[src/shared/lvdc_pkg.sv]
// package for the low-voltage detector control block
`default_nettype none
package lvdc_pkg;
   // register byte addresses on the AXI4-Lite bus
   localparam logic [3:0] LVDC_CTRL_ADDR   = 4'h0;
   localparam logic [3:0] LVDC_THR_ADDR    = 4'h4;
   localparam logic [3:0] LVDC_IRQF_ADDR   = 4'h8;
   localparam logic [3:0] LVDC_MASK_ADDR   = 4'hC;
   // detector control register fields
   localparam int LVDC_CMP_BIT  = 0;
   localparam int LVDC_RESP_BIT = 1;
   localparam int LVDC_SRC_BIT  = 2;
   localparam int LVDC_EN_BIT   = 7;
   // reset values
   localparam logic [7:0] LVDC_CTRL_RST = 8'h00;
   localparam logic [3:0] LVDC_THR_RST  = 4'h0;
   localparam logic       LVDC_MASK_RST = 1'b1;
   // AXI response codes
   localparam logic [1:0] LVDC_RESP_OK  = 2'b00;
   localparam logic [1:0] LVDC_RESP_ERR = 2'b10;
   // stabilization time, a longest time; 10 us at 125 MHz gives exactly 1250 cycles, no rounding
   localparam int LVDC_CLK_MHZ     = 125;
   localparam int LVDC_STAB_US     = 10;
   localparam int LVDC_STAB_CYCLES = LVDC_STAB_US * LVDC_CLK_MHZ;

   typedef struct packed {
      logic       enable;
      logic       source_sel;
      logic       response_sel;
   } lvdc_ctrl_s;
endpackage : lvdc_pkg
`default_nettype wire

[src/hw/lvdc_top.sv]
// low-voltage detector control, flags and AXI4-Lite register slave
`default_nettype none
// Notes on behaviour
// - control bit 0 reads the inverted synchronised comparator result (1 = below threshold) while enabled
// - control bit 2 selects supply (0) or external input pin (1)
// - control bit 7 enables the detector; zero keeps it inactive
// - control bit 1 selects interrupt (0) or internal reset (1)
// - threshold register bits 3..0 choose the supply threshold code
// - writing zero to the whole control register stops the detector
// - clearing only the enable bit also stops the detector
// - every reset sets the interrupt mask to 1
// - disabling while below threshold raises a request and sets the flag
// - enabling may raise a request at once; software clears flag first
// - request flag is bit 0 of the low request register, cleared by software
// - in reset mode a hovering voltage may toggle reset repeatedly
// - interrupt on both falling below and returning above threshold
// - reset mode asserts internal reset while below threshold
// - threshold register survives detector reset, cleared by other resets
module lvdc_top
   import lvdc_pkg::*;
(
   input  wire logic        SYS_CLK,
   input  wire logic        SRST,
   input  wire logic        DETECT_RESET,
   input  wire logic        CMP_ABOVE,
   input  wire logic [3:0]  S_AXI_AWADDR,
   input  wire logic        S_AXI_AWVALID,
   output var  logic        S_AXI_AWREADY,
   input  wire logic [31:0] S_AXI_WDATA,
   input  wire logic [3:0]  S_AXI_WSTRB,
   input  wire logic        S_AXI_WVALID,
   output var  logic        S_AXI_WREADY,
   output var  logic [1:0]  S_AXI_BRESP,
   output var  logic        S_AXI_BVALID,
   input  wire logic        S_AXI_BREADY,
   input  wire logic [3:0]  S_AXI_ARADDR,
   input  wire logic        S_AXI_ARVALID,
   output var  logic        S_AXI_ARREADY,
   output var  logic [31:0] S_AXI_RDATA,
   output var  logic [1:0]  S_AXI_RRESP,
   output var  logic        S_AXI_RVALID,
   input  wire logic        S_AXI_RREADY,
   output var  logic        DETECTOR_ON,
   output var  logic        SOURCE_SELECT,
   output var  logic [3:0]  THRESHOLD_CODE,
   output var  logic        DETECT_IRQ_REQUEST,
   output var  logic        INTERNAL_RESET
);

   ////////////////////////////////////////////////////////////////////////////
   // state
   lvdc_ctrl_s  ctrl_r, ctrl_nxt;
   logic [3:0]  thr_r, thr_nxt;
   logic        mask_r, mask_nxt;
   logic        flag_r, flag_nxt;
   logic        sync1_r, sync1_nxt;
   logic        sync2_r, sync2_nxt;
   logic        lvl_r, lvl_nxt;
   logic        irq_r, irq_nxt;
   logic        rst_out_r, rst_out_nxt;
   // axi write and read bookkeeping, then detector event strobes
   logic        awr_r, awr_nxt;
   logic        wr_r, wr_nxt;
   logic        bv_r, bv_nxt;
   logic [3:0]  awa_r, awa_nxt;
   logic [31:0] wd_r, wd_nxt;
   logic [3:0]  ws_r, ws_nxt;
   logic        ah_r, ah_nxt;
   logic        dh_r, dh_nxt;
   logic [1:0]  bresp_r, bresp_nxt;
   logic        arr_r, arr_nxt;
   logic        rv_r, rv_nxt;
   logic [31:0] rd_r, rd_nxt;
   logic [1:0]  rresp_r, rresp_nxt;
   logic        do_wr;
   logic        clr_flag;
   logic        cmp_event;
   logic        stop_event;
   logic        event_set;

   ////////////////////////////////////////////////////////////////////////////
   // comparator path: second flop only feeds later logic
   always_comb begin
      sync1_nxt = CMP_ABOVE;
      sync2_nxt = sync1_r;
      // a disabled detector rests at the above level
      lvl_nxt   = ctrl_r.enable ? sync2_r : 1'b1;
   end

   ////////////////////////////////////////////////////////////////////////////
   // AXI4-Lite write path
   always_comb begin
      ah_nxt  = ah_r;
      dh_nxt  = dh_r;
      awa_nxt = awa_r;
      wd_nxt  = wd_r;
      ws_nxt  = ws_r;
      bv_nxt  = bv_r;
      bresp_nxt = bresp_r;
      if (S_AXI_AWVALID && awr_r) begin
         ah_nxt  = 1'b1;
         awa_nxt = S_AXI_AWADDR;
      end
      if (S_AXI_WVALID && wr_r) begin
         dh_nxt = 1'b1;
         wd_nxt = S_AXI_WDATA;
         ws_nxt = S_AXI_WSTRB;
      end
      // an unaligned address is answered with an error and changes nothing
      do_wr = ah_r && dh_r && !bv_r;
      if (do_wr) begin
         ah_nxt = 1'b0;
         dh_nxt = 1'b0;
         bv_nxt = 1'b1;
         bresp_nxt = (awa_r[1:0] == 2'b00) ? LVDC_RESP_OK : LVDC_RESP_ERR;
      end else if (bv_r && S_AXI_BREADY) begin
         bv_nxt = 1'b0;
      end
      // readies drop while a response waits, so one write at a time
      awr_nxt = !ah_nxt && !bv_nxt;
      wr_nxt  = !dh_nxt && !bv_nxt;
   end

   ////////////////////////////////////////////////////////////////////////////
   // register updates and detector events
   always_comb begin
      ctrl_nxt = ctrl_r;
      thr_nxt  = thr_r;
      mask_nxt = mask_r;
      flag_nxt = flag_r;
      clr_flag = 1'b0;
      // only byte lane 0 carries register bits
      if (do_wr && ws_r[0]) begin
         unique case (awa_r)
            LVDC_CTRL_ADDR: begin
               // a full zero write and a lone enable clear both stop it
               ctrl_nxt.enable       = wd_r[LVDC_EN_BIT];
               ctrl_nxt.source_sel   = wd_r[LVDC_SRC_BIT];
               ctrl_nxt.response_sel = wd_r[LVDC_RESP_BIT];
            end
            LVDC_THR_ADDR:  thr_nxt  = wd_r[3:0];
            LVDC_IRQF_ADDR: clr_flag = !wd_r[0];
            LVDC_MASK_ADDR: mask_nxt = wd_r[0];
            default: ;
         endcase
      end
      // level change while enabled in interrupt mode, or disable while below threshold
      cmp_event  = !ctrl_r.response_sel && ctrl_r.enable && (sync2_r != lvl_r);
      stop_event = ctrl_r.enable && !ctrl_nxt.enable && !lvl_r;
      event_set  = cmp_event || stop_event;
      // set beats clear in the same cycle
      if (event_set) begin
         flag_nxt = 1'b1;
      end else if (clr_flag) begin
         flag_nxt = 1'b0;
      end
      irq_nxt     = event_set;
      // taken from the next control value so reset never outlives the enable
      rst_out_nxt = ctrl_nxt.enable && ctrl_nxt.response_sel && !sync2_r;
   end

   ////////////////////////////////////////////////////////////////////////////
   // AXI4-Lite read path
   always_comb begin
      arr_nxt = arr_r;
      rv_nxt  = rv_r;
      rd_nxt  = rd_r;
      rresp_nxt = rresp_r;
      if (S_AXI_ARVALID && arr_r) begin
         arr_nxt = 1'b0;
         rv_nxt  = 1'b1;
         rresp_nxt = LVDC_RESP_OK;
         rd_nxt  = 32'h0000_0000;
         unique case (S_AXI_ARADDR)
            LVDC_CTRL_ADDR: begin
               rd_nxt[LVDC_EN_BIT]   = ctrl_r.enable;
               rd_nxt[LVDC_SRC_BIT]  = ctrl_r.source_sel;
               rd_nxt[LVDC_RESP_BIT] = ctrl_r.response_sel;
               // compare flag reads 0 while disabled
               rd_nxt[LVDC_CMP_BIT]  = ctrl_r.enable & ~lvl_r;
            end
            LVDC_THR_ADDR:  rd_nxt[3:0] = thr_r;
            LVDC_IRQF_ADDR: rd_nxt[0]   = flag_r;
            LVDC_MASK_ADDR: rd_nxt[0]   = mask_r;
            default:        rresp_nxt   = LVDC_RESP_ERR;
         endcase
      end else if (rv_r && S_AXI_RREADY) begin
         // one read at a time; ready returns once the data is taken
         rv_nxt  = 1'b0;
         arr_nxt = 1'b1;
      end
   end

   ////////////////////////////////////////////////////////////////////////////
   // comparator registers; reset to the idle above level, so no false edge
   always_ff @(posedge SYS_CLK) begin
      if (SRST) begin
         sync1_r <= 1'b1;
         sync2_r <= 1'b1;
         lvl_r   <= 1'b1;
      end else begin
         sync1_r <= sync1_nxt;
         sync2_r <= sync2_nxt;
         lvl_r   <= lvl_nxt;
      end
   end

   ////////////////////////////////////////////////////////////////////////////
   // control, flag and event registers
   always_ff @(posedge SYS_CLK) begin
      if (SRST) begin
         ctrl_r    <= '0;
         mask_r    <= LVDC_MASK_RST;
         flag_r    <= 1'b0;
         irq_r     <= 1'b0;
         rst_out_r <= 1'b0;
      end else begin
         ctrl_r    <= ctrl_nxt;
         mask_r    <= mask_nxt;
         flag_r    <= flag_nxt;
         irq_r     <= irq_nxt;
         rst_out_r <= rst_out_nxt;
      end
   end

   // threshold: kept over a detector-caused reset, cleared by all others
   always_ff @(posedge SYS_CLK) begin
      if (SRST && !DETECT_RESET) begin
         thr_r <= LVDC_THR_RST;
      end else begin
         thr_r <= thr_nxt;
      end
   end

   ////////////////////////////////////////////////////////////////////////////
   // write path registers
   always_ff @(posedge SYS_CLK) begin
      if (SRST) begin
         awr_r   <= 1'b1;
         wr_r    <= 1'b1;
         bv_r    <= 1'b0;
         awa_r   <= 4'h0;
         wd_r    <= 32'h0000_0000;
         ws_r    <= 4'h0;
         ah_r    <= 1'b0;
         dh_r    <= 1'b0;
         bresp_r <= LVDC_RESP_OK;
      end else begin
         awr_r   <= awr_nxt;
         wr_r    <= wr_nxt;
         bv_r    <= bv_nxt;
         awa_r   <= awa_nxt;
         wd_r    <= wd_nxt;
         ws_r    <= ws_nxt;
         ah_r    <= ah_nxt;
         dh_r    <= dh_nxt;
         bresp_r <= bresp_nxt;
      end
   end

   ////////////////////////////////////////////////////////////////////////////
   // read path registers
   always_ff @(posedge SYS_CLK) begin
      if (SRST) begin
         arr_r   <= 1'b1;
         rv_r    <= 1'b0;
         rd_r    <= 32'h0000_0000;
         rresp_r <= LVDC_RESP_OK;
      end else begin
         arr_r   <= arr_nxt;
         rv_r    <= rv_nxt;
         rd_r    <= rd_nxt;
         rresp_r <= rresp_nxt;
      end
   end

   ////////////////////////////////////////////////////////////////////////////
   // outputs straight from flops
   // the request pin is not masked; the mask is a readable bit only
   always_comb begin
      S_AXI_AWREADY      = awr_r;
      S_AXI_WREADY       = wr_r;
      S_AXI_BVALID       = bv_r;
      S_AXI_BRESP        = bresp_r;
      S_AXI_ARREADY      = arr_r;
      S_AXI_RVALID       = rv_r;
      S_AXI_RDATA        = rd_r;
      S_AXI_RRESP        = rresp_r;
      DETECTOR_ON        = ctrl_r.enable;
      SOURCE_SELECT      = ctrl_r.source_sel;
      THRESHOLD_CODE     = thr_r;
      DETECT_IRQ_REQUEST = irq_r;
      INTERNAL_RESET     = rst_out_r;
   end

endmodule : lvdc_top
`default_nettype wire

[config.mk]
export PLATFORM = sky130hd
export DESIGN_NAME = lvdc_top
export DESIGN_NICKNAME = d
export VERILOG_FILES = /design/src/shared/lvdc_pkg.sv /design/src/hw/lvdc_top.sv
export SDC_FILE = /design/constraint.sdc
export NUM_CORES = 1
export LEC_CHECK = 0
export BUFFER_PORTS_ARGS = -buffer_cell sky130_fd_sc_hd__clkbuf_2
export CAP_MARGIN = 20
export CORE_AREA = 2 2 70 72
export DETAILED_ROUTE_END_ITERATION = 8
export DIE_AREA = 0 0 72 74
export PLACE_DENSITY = 0.78
export SYNTH_ARGS = -nofsm -noshare
export SYNTH_HDL_FRONTEND = slang
export SYNTH_SLANG_ARGS = --single-unit
export TNS_END_PERCENT = 30
[constraint.sdc]
create_clock -name SYS_CLK -period 1.7 [get_ports SYS_CLK]
set_clock_uncertainty 0.2 [all_clocks]
set_input_delay 0.17 -clock SYS_CLK [delete_from_list [all_inputs] [get_ports SYS_CLK]]
set_output_delay 0.17 -clock SYS_CLK [all_outputs]
set_load 0.005 [all_outputs]
==> metrics.csv, run 1 <==
metric,value,unit
r2r-start,dh_r,
finalCriticalPeriod,1.65,ns
drv_cap,0,
leakage,0.965,nW
async_flop_share,0,
via_count,1566,
drc,0,
routedWlPerCell,11.3,µm
clockRootBuffer,clkbuf_8,
die-area,5330,µm²
r2r_setup_slack,0.05,ns
routabilityCongestion,0.841,
period_share,0.968,
rsz0062_at_grt,true,
synthesis.area,1720,µm²
synth_top_flop_cell,dfxtp_1,
ys_seq_area_frac,0.442,
holdPathStages,3,
yosys.area_share.simple,0.246,
cellPowerDensity,835,nW/µm²
crit_arrival,1.67,ns
fmaxAchievable,608,MHz
tns,0,ns
crit_required,1.72,ns
grt_max_degree,21,
antenna_left,0,
ys_ff_latch,38,
die_y,74,µm
numCtsBuffers,5,
clk_latency,0.29,ns
hold_path_class,in -> reg,
drt_wl_total,3710,µm
cts_setup_buffers,0,
synth_top_family_by_area,simple AND/OR/NAND/NOR gates,
mostFrequentLayoutCell,clkbuf_2,
hold_slack,0.00718,ns
synth_area_per_cell,8.53,µm²
io_buffers,42,
core-area,4600,µm²
cts.path.max_buffers,2,
drtIter0Drc,64,
synth_fa_ha_area_frac,0,
grt_overflow,0,
synth-edff-count,0,
yosysWarnings,0,
fill_cells,475,
h-tree-depth,2,
area_growth,29.4,%
antenna_found_initial,0,
finalSetupViolCount,0,
n_antenna_cell,0,
start_util,0.375,
fin_cells,327,
synth_xor_area_frac,0.00508,
hold_end,awa_r[0],
crit_type,reg -> reg,
clkTransAtPathRegs,0.07,ns
hold_viol,0,
worst-r2r-cell-count,3,
power,1.86,mW
drtPass1Iterations,4,
yosysUniqueCellTypes,39,
grt_pass1_wl,5830,µm
synth-compound-area-share,0.142,
grt_use_total,0.143,
dp_cells,303,
ir_drop,482,µV
status,completed,
clkSinkCount,38,
start_kind,register,
drive_gt1_frac,0.271,
tritoncts,yes,
maxSlewViolCount,0,
boundaryPins,102,
post_drt_via_cell_ratio,4.79,
fp.dieW,72,µm
end_kind,register,
min_from,S_AXI_AWVALID,
placementRows,25,
worst_r2r_endpoint,INTERNAL_RESET,
layout_common_cells,"clkbuf_2 (42), dfxtp_1 (35), conb_1 (29)",
synth.area.mux_share,0.0123,
grt_pass1_vias,1316,
cp_max_fo,6,
synth_cells,202,
dp_hpwl,2740,µm
nets,325,
==> cell type report <==
| class | instances | area [µm²] | area share |
|---|---|---|---|
| tap | 54 | 67.6 | 0.0303 |
| timing repair buffer | 74 | 490 | 0.220 |
| clock buffer | 7 | 86.3 | 0.0387 |
| multi-input combinational | 153 | 816 | 0.366 |
| clock inverter | 1 | 5.00 | 0.00224 |
| sequential | 38 | 764 | 0.343 |
==> flip-flops by register name (all words and copies together) (netlist names), 4 cells and up <==
signal and cells:
THRESHOLD_CODE 4, awa_r 4, S_AXI_RDATA 5, wd_r 5
==> worst max-delay path by stage <==
stage | start | endpoint | slack, ns | cells after the start
finish | dh_r | INTERNAL_RESET | 0.05 | 3
global route | S_AXI_BVALID | INTERNAL_RESET | -0.001 | 3
CTS | awa_r[2] | INTERNAL_RESET | 0.03 | 3
detailed placement | awa_r[1] | INTERNAL_RESET | -0.05 | 3
global placement | awa_r[1] | INTERNAL_RESET | -0.04 | 3
floorplan | awa_r[1] | INTERNAL_RESET | 0.05 | 4
==> cell usage after synthesis, drive strengths merged (2+ instances only) <==
cell type | instances | area share
a21oi | 23 | 0.067
a221oi | 2 | 0.010
buf | 33 | 0.14
clkbuf | 6 | 0.013
dfxtp | 38 | 0.44
nand2 | 18 | 0.039
nand3 | 12 | 0.035
nand4 | 7 | 0.025
nand4b | 4 | 0.020
nor2 | 12 | 0.026
nor2b | 5 | 0.018
nor3 | 7 | 0.020
nor4b | 2 | 0.010
o211ai | 2 | 0.0087
o21ai | 7 | 0.020
o22ai | 2 | 0.0073
or2 | 2 | 0.0073
==> kinds of logic (layout without fill, tap and decap cells) <==
logic type / Yosys count / after routing
mux: 2 / 2
compound gates: 42 / 42
simple gates: 79 / 79
other cells: 1 / 29
flops: 38 / 38
xor+xnor: 1 / 1
buf+inv: 39 / 82
==> critical path: stages (launching register included) <==
cell,delay [ns]
dfxtp_2,0.32
or4bb_4,0.57
or3_1,0.36
a21boi_1,0.12
==> per-stage QoR <==
step           worst slack [ns]   util  area [µm²]
2_1_floorplan            0.0512      -        1840
3_3_place_gp            -0.0434  0.428        1970
3_5_place_dp            -0.0453  0.428        1970
4_1_cts                  0.0333  0.484        2230
5_1_grt                -0.00127  0.485        2230
6_report                 0.0548  0.485        2230
==> power by group <==
group / switching, mW / internal (mW) / total (mW)
clock network: 0.304 / 0.327 / 0.631
registers: 0.0356 / 0.935 / 0.970
logic: 0.130 / 0.131 / 0.261
==> routing by layer <==
layer	vias to the layer above	wire, µm	global-route usage	part of all wire
met5	-	0	0	0
met2	67	1750	0.237	0.47
met3	5	298	0.0515	0.080
met4	0	59	0.0566	0.016
met1	696	1600	0.172	0.43
li1	798	-	-	-
==> timing repair <==
action / in CTS / in global routing
resized for setup: 2 / 2
endpoints found under the hold margin: 17 / 0
setup endpoints to repair: 1 / 1
pin swaps: 0 / 1
hold buffers: 16 / 0
No activity file was read; power rests on OpenSTA's default activity.
==> run 2, diff against run 1 <==
GPL_ROUTABILITY_DRIVEN = 0   (was not set)
GPL_TIMING_DRIVEN = 0   (was not set)
==> metrics.csv, run 2 (synthesis gave the netlist of run 1 again) <==
metric,value,unit
routedWlPerCell,11.4,µm
mostFrequentLayoutCell,clkbuf_2,
drt_wl_total,3950,µm
worst_path_dominant_cell_family,simple AND/OR/NAND/NOR gates,
drtIter0Drc,77,
p_int,1.40,mW
die_y,74,µm
post_drt_via_cell_ratio,4.65,
tritoncts,yes,
cellPowerDensity,785,nW/µm²
placementRows,25,
worstMarginPinSlew,0.671,ns
status,completed,
tns,0,ns
cp_max_fo,6,
h-tree-depth,2,
dp_hpwl,2850,µm
fp.dieW,72,µm
grt_overflow,0,
hold_path_class,in -> reg,
seqPwrFrac,0.525,
leakage,1.05,nW
antenna_left,0,
grt_max_degree,11,
maxSlewViolCount,0,
via_count,1608,
finalCriticalPeriod,1.66,ns
start_kind,register,
place_ws,-0.194,ns
layout_setup_ws,0.0389,ns
fmaxAchievable,602,MHz
drv_cap,0,
io_buffers,41,
ir_drop,488,µV
clk_latency,0.28,ns
hold_viol,0,
core-area,4600,µm²
power_frac_comb,0.156,
critical_path_buf_inv_count,0,
grt_pass1_vias,1344,
cts_setup_buffers,0,
clkTransAtPathRegs,0.07,ns
numCtsBuffers,5,
boundaryPins,102,
crit_chain,or4bb_4 > or3_1 > a21boi_1,
drtPass1Iterations,4,
period_share,0.977,
clockRootBuffer,clkbuf_8,
drc,0,
finalSetupViolCount,0,
crit_type,reg -> reg,
grt_pass1_wl,6050,µm
end_kind,register,
p_sw,463,µW
slew_headroom,0.547,
crit_slowest_cell,or4bb_4,
antenna_found_initial,0,
rsz0062_at_grt,false,
crit_arrival,1.68,ns
cts.path.max_buffers,2,
die-area,5330,µm²
layout_common_cells,"clkbuf_2 (41), dfxtp_1 (35), buf_4 (29), conb_1 (29), a21oi_1 (23)",
crit_required,1.72,ns
power_frac_clock,0.319,
grt_use_total,0.150,
netSwitchingFraction,0.248,
n_antenna_cell,0,
area_growth,37.8,%
critical-path-max-stage-delay,0.57,ns
clkSinkCount,38,
start_util,0.375,
nets,346,
drive_gt1_frac,0.308,
==> run 2: cell types whose count changed in the layout (fill, tap and decap cells not counted), sizes merged <==
cell,before,now
buf,16,32
clkinv,1,0
dlygate4sd3,16,15
or4b,1,2
clkbuf,49,53
==> run 2: worst reg2reg max path: stages, from the launching register on <==
cell and delay (ns):
dfxtp_2 0.35, or4bb_4 0.57, or3_1 0.36, a21boi_1 0.12
==> run 2: routing by layer <==
| metal | track usage | routed length, µm |
|---|---|---|
| met3 | 0.0474 | 357 |
| met2 | 0.256 | 1780 |
| met5 | 0 | 0 |
| met4 | 0.0629 | 65 |
| met1 | 0.176 | 1740 |
==> run 2: final timing paths <==
check                start        endpoint  slack [ns]  cells past startpoint
min          S_AXI_AWVALID        awa_r[3]       0.007                      3
max reg2reg           ah_r  INTERNAL_RESET        0.04                      3
max                   ah_r  INTERNAL_RESET        0.04                      3
min reg2reg        sync1_r         sync2_r        0.21                      1
==> run 2: power by group through the flow <==
stage | sequential [mW] | clock (mW) | combinational (mW)
6_report | 0.979 | 0.594 | 0.291
3_5_place_dp | 0.991 | 0 | 0.254
5_1_grt | 0.984 | 0.649 | 0.326
2_1_floorplan | 0.984 | 0 | 0.178
3_3_place_gp | 0.988 | 0 | 0.252
4_1_cts | 0.973 | 0.622 | 0.287
==> run 2: final cells by class <==
cell class	instances	area, µm²
Buffer	38	258
Clock buffer	6	82.6
Fill cell	447	2220
Multi-Input combinational cell	154	845
Sequential cell	38	767
Tap cell	54	67.6
Timing Repair Buffer	56	355
==> run 2: what timing repair did <==
item / CTS / global route
setup endpoints to repair: 8 / 7
resized for setup: 5 / 6
gates cloned: 0 / 1
hold buffers: 15 / 0
hold endpoints to repair: 17 / 0
pin swaps: 0 / 2
==> run 2: through the flow <==
step	power (mW)	cells	hold slack, ns	instance area [µm²]	util
after CTS	1.88	346	0.000922	2360	0.513
final	1.86	346	0.00678	2370	0.516
after global placement	1.24	325	0.165	2110	0.459
after floorplan	1.16	230	0.0738	1840	-
after global routing	1.96	346	0.0236	2370	0.516
after detailed placement	1.25	325	0.163	2110	0.459
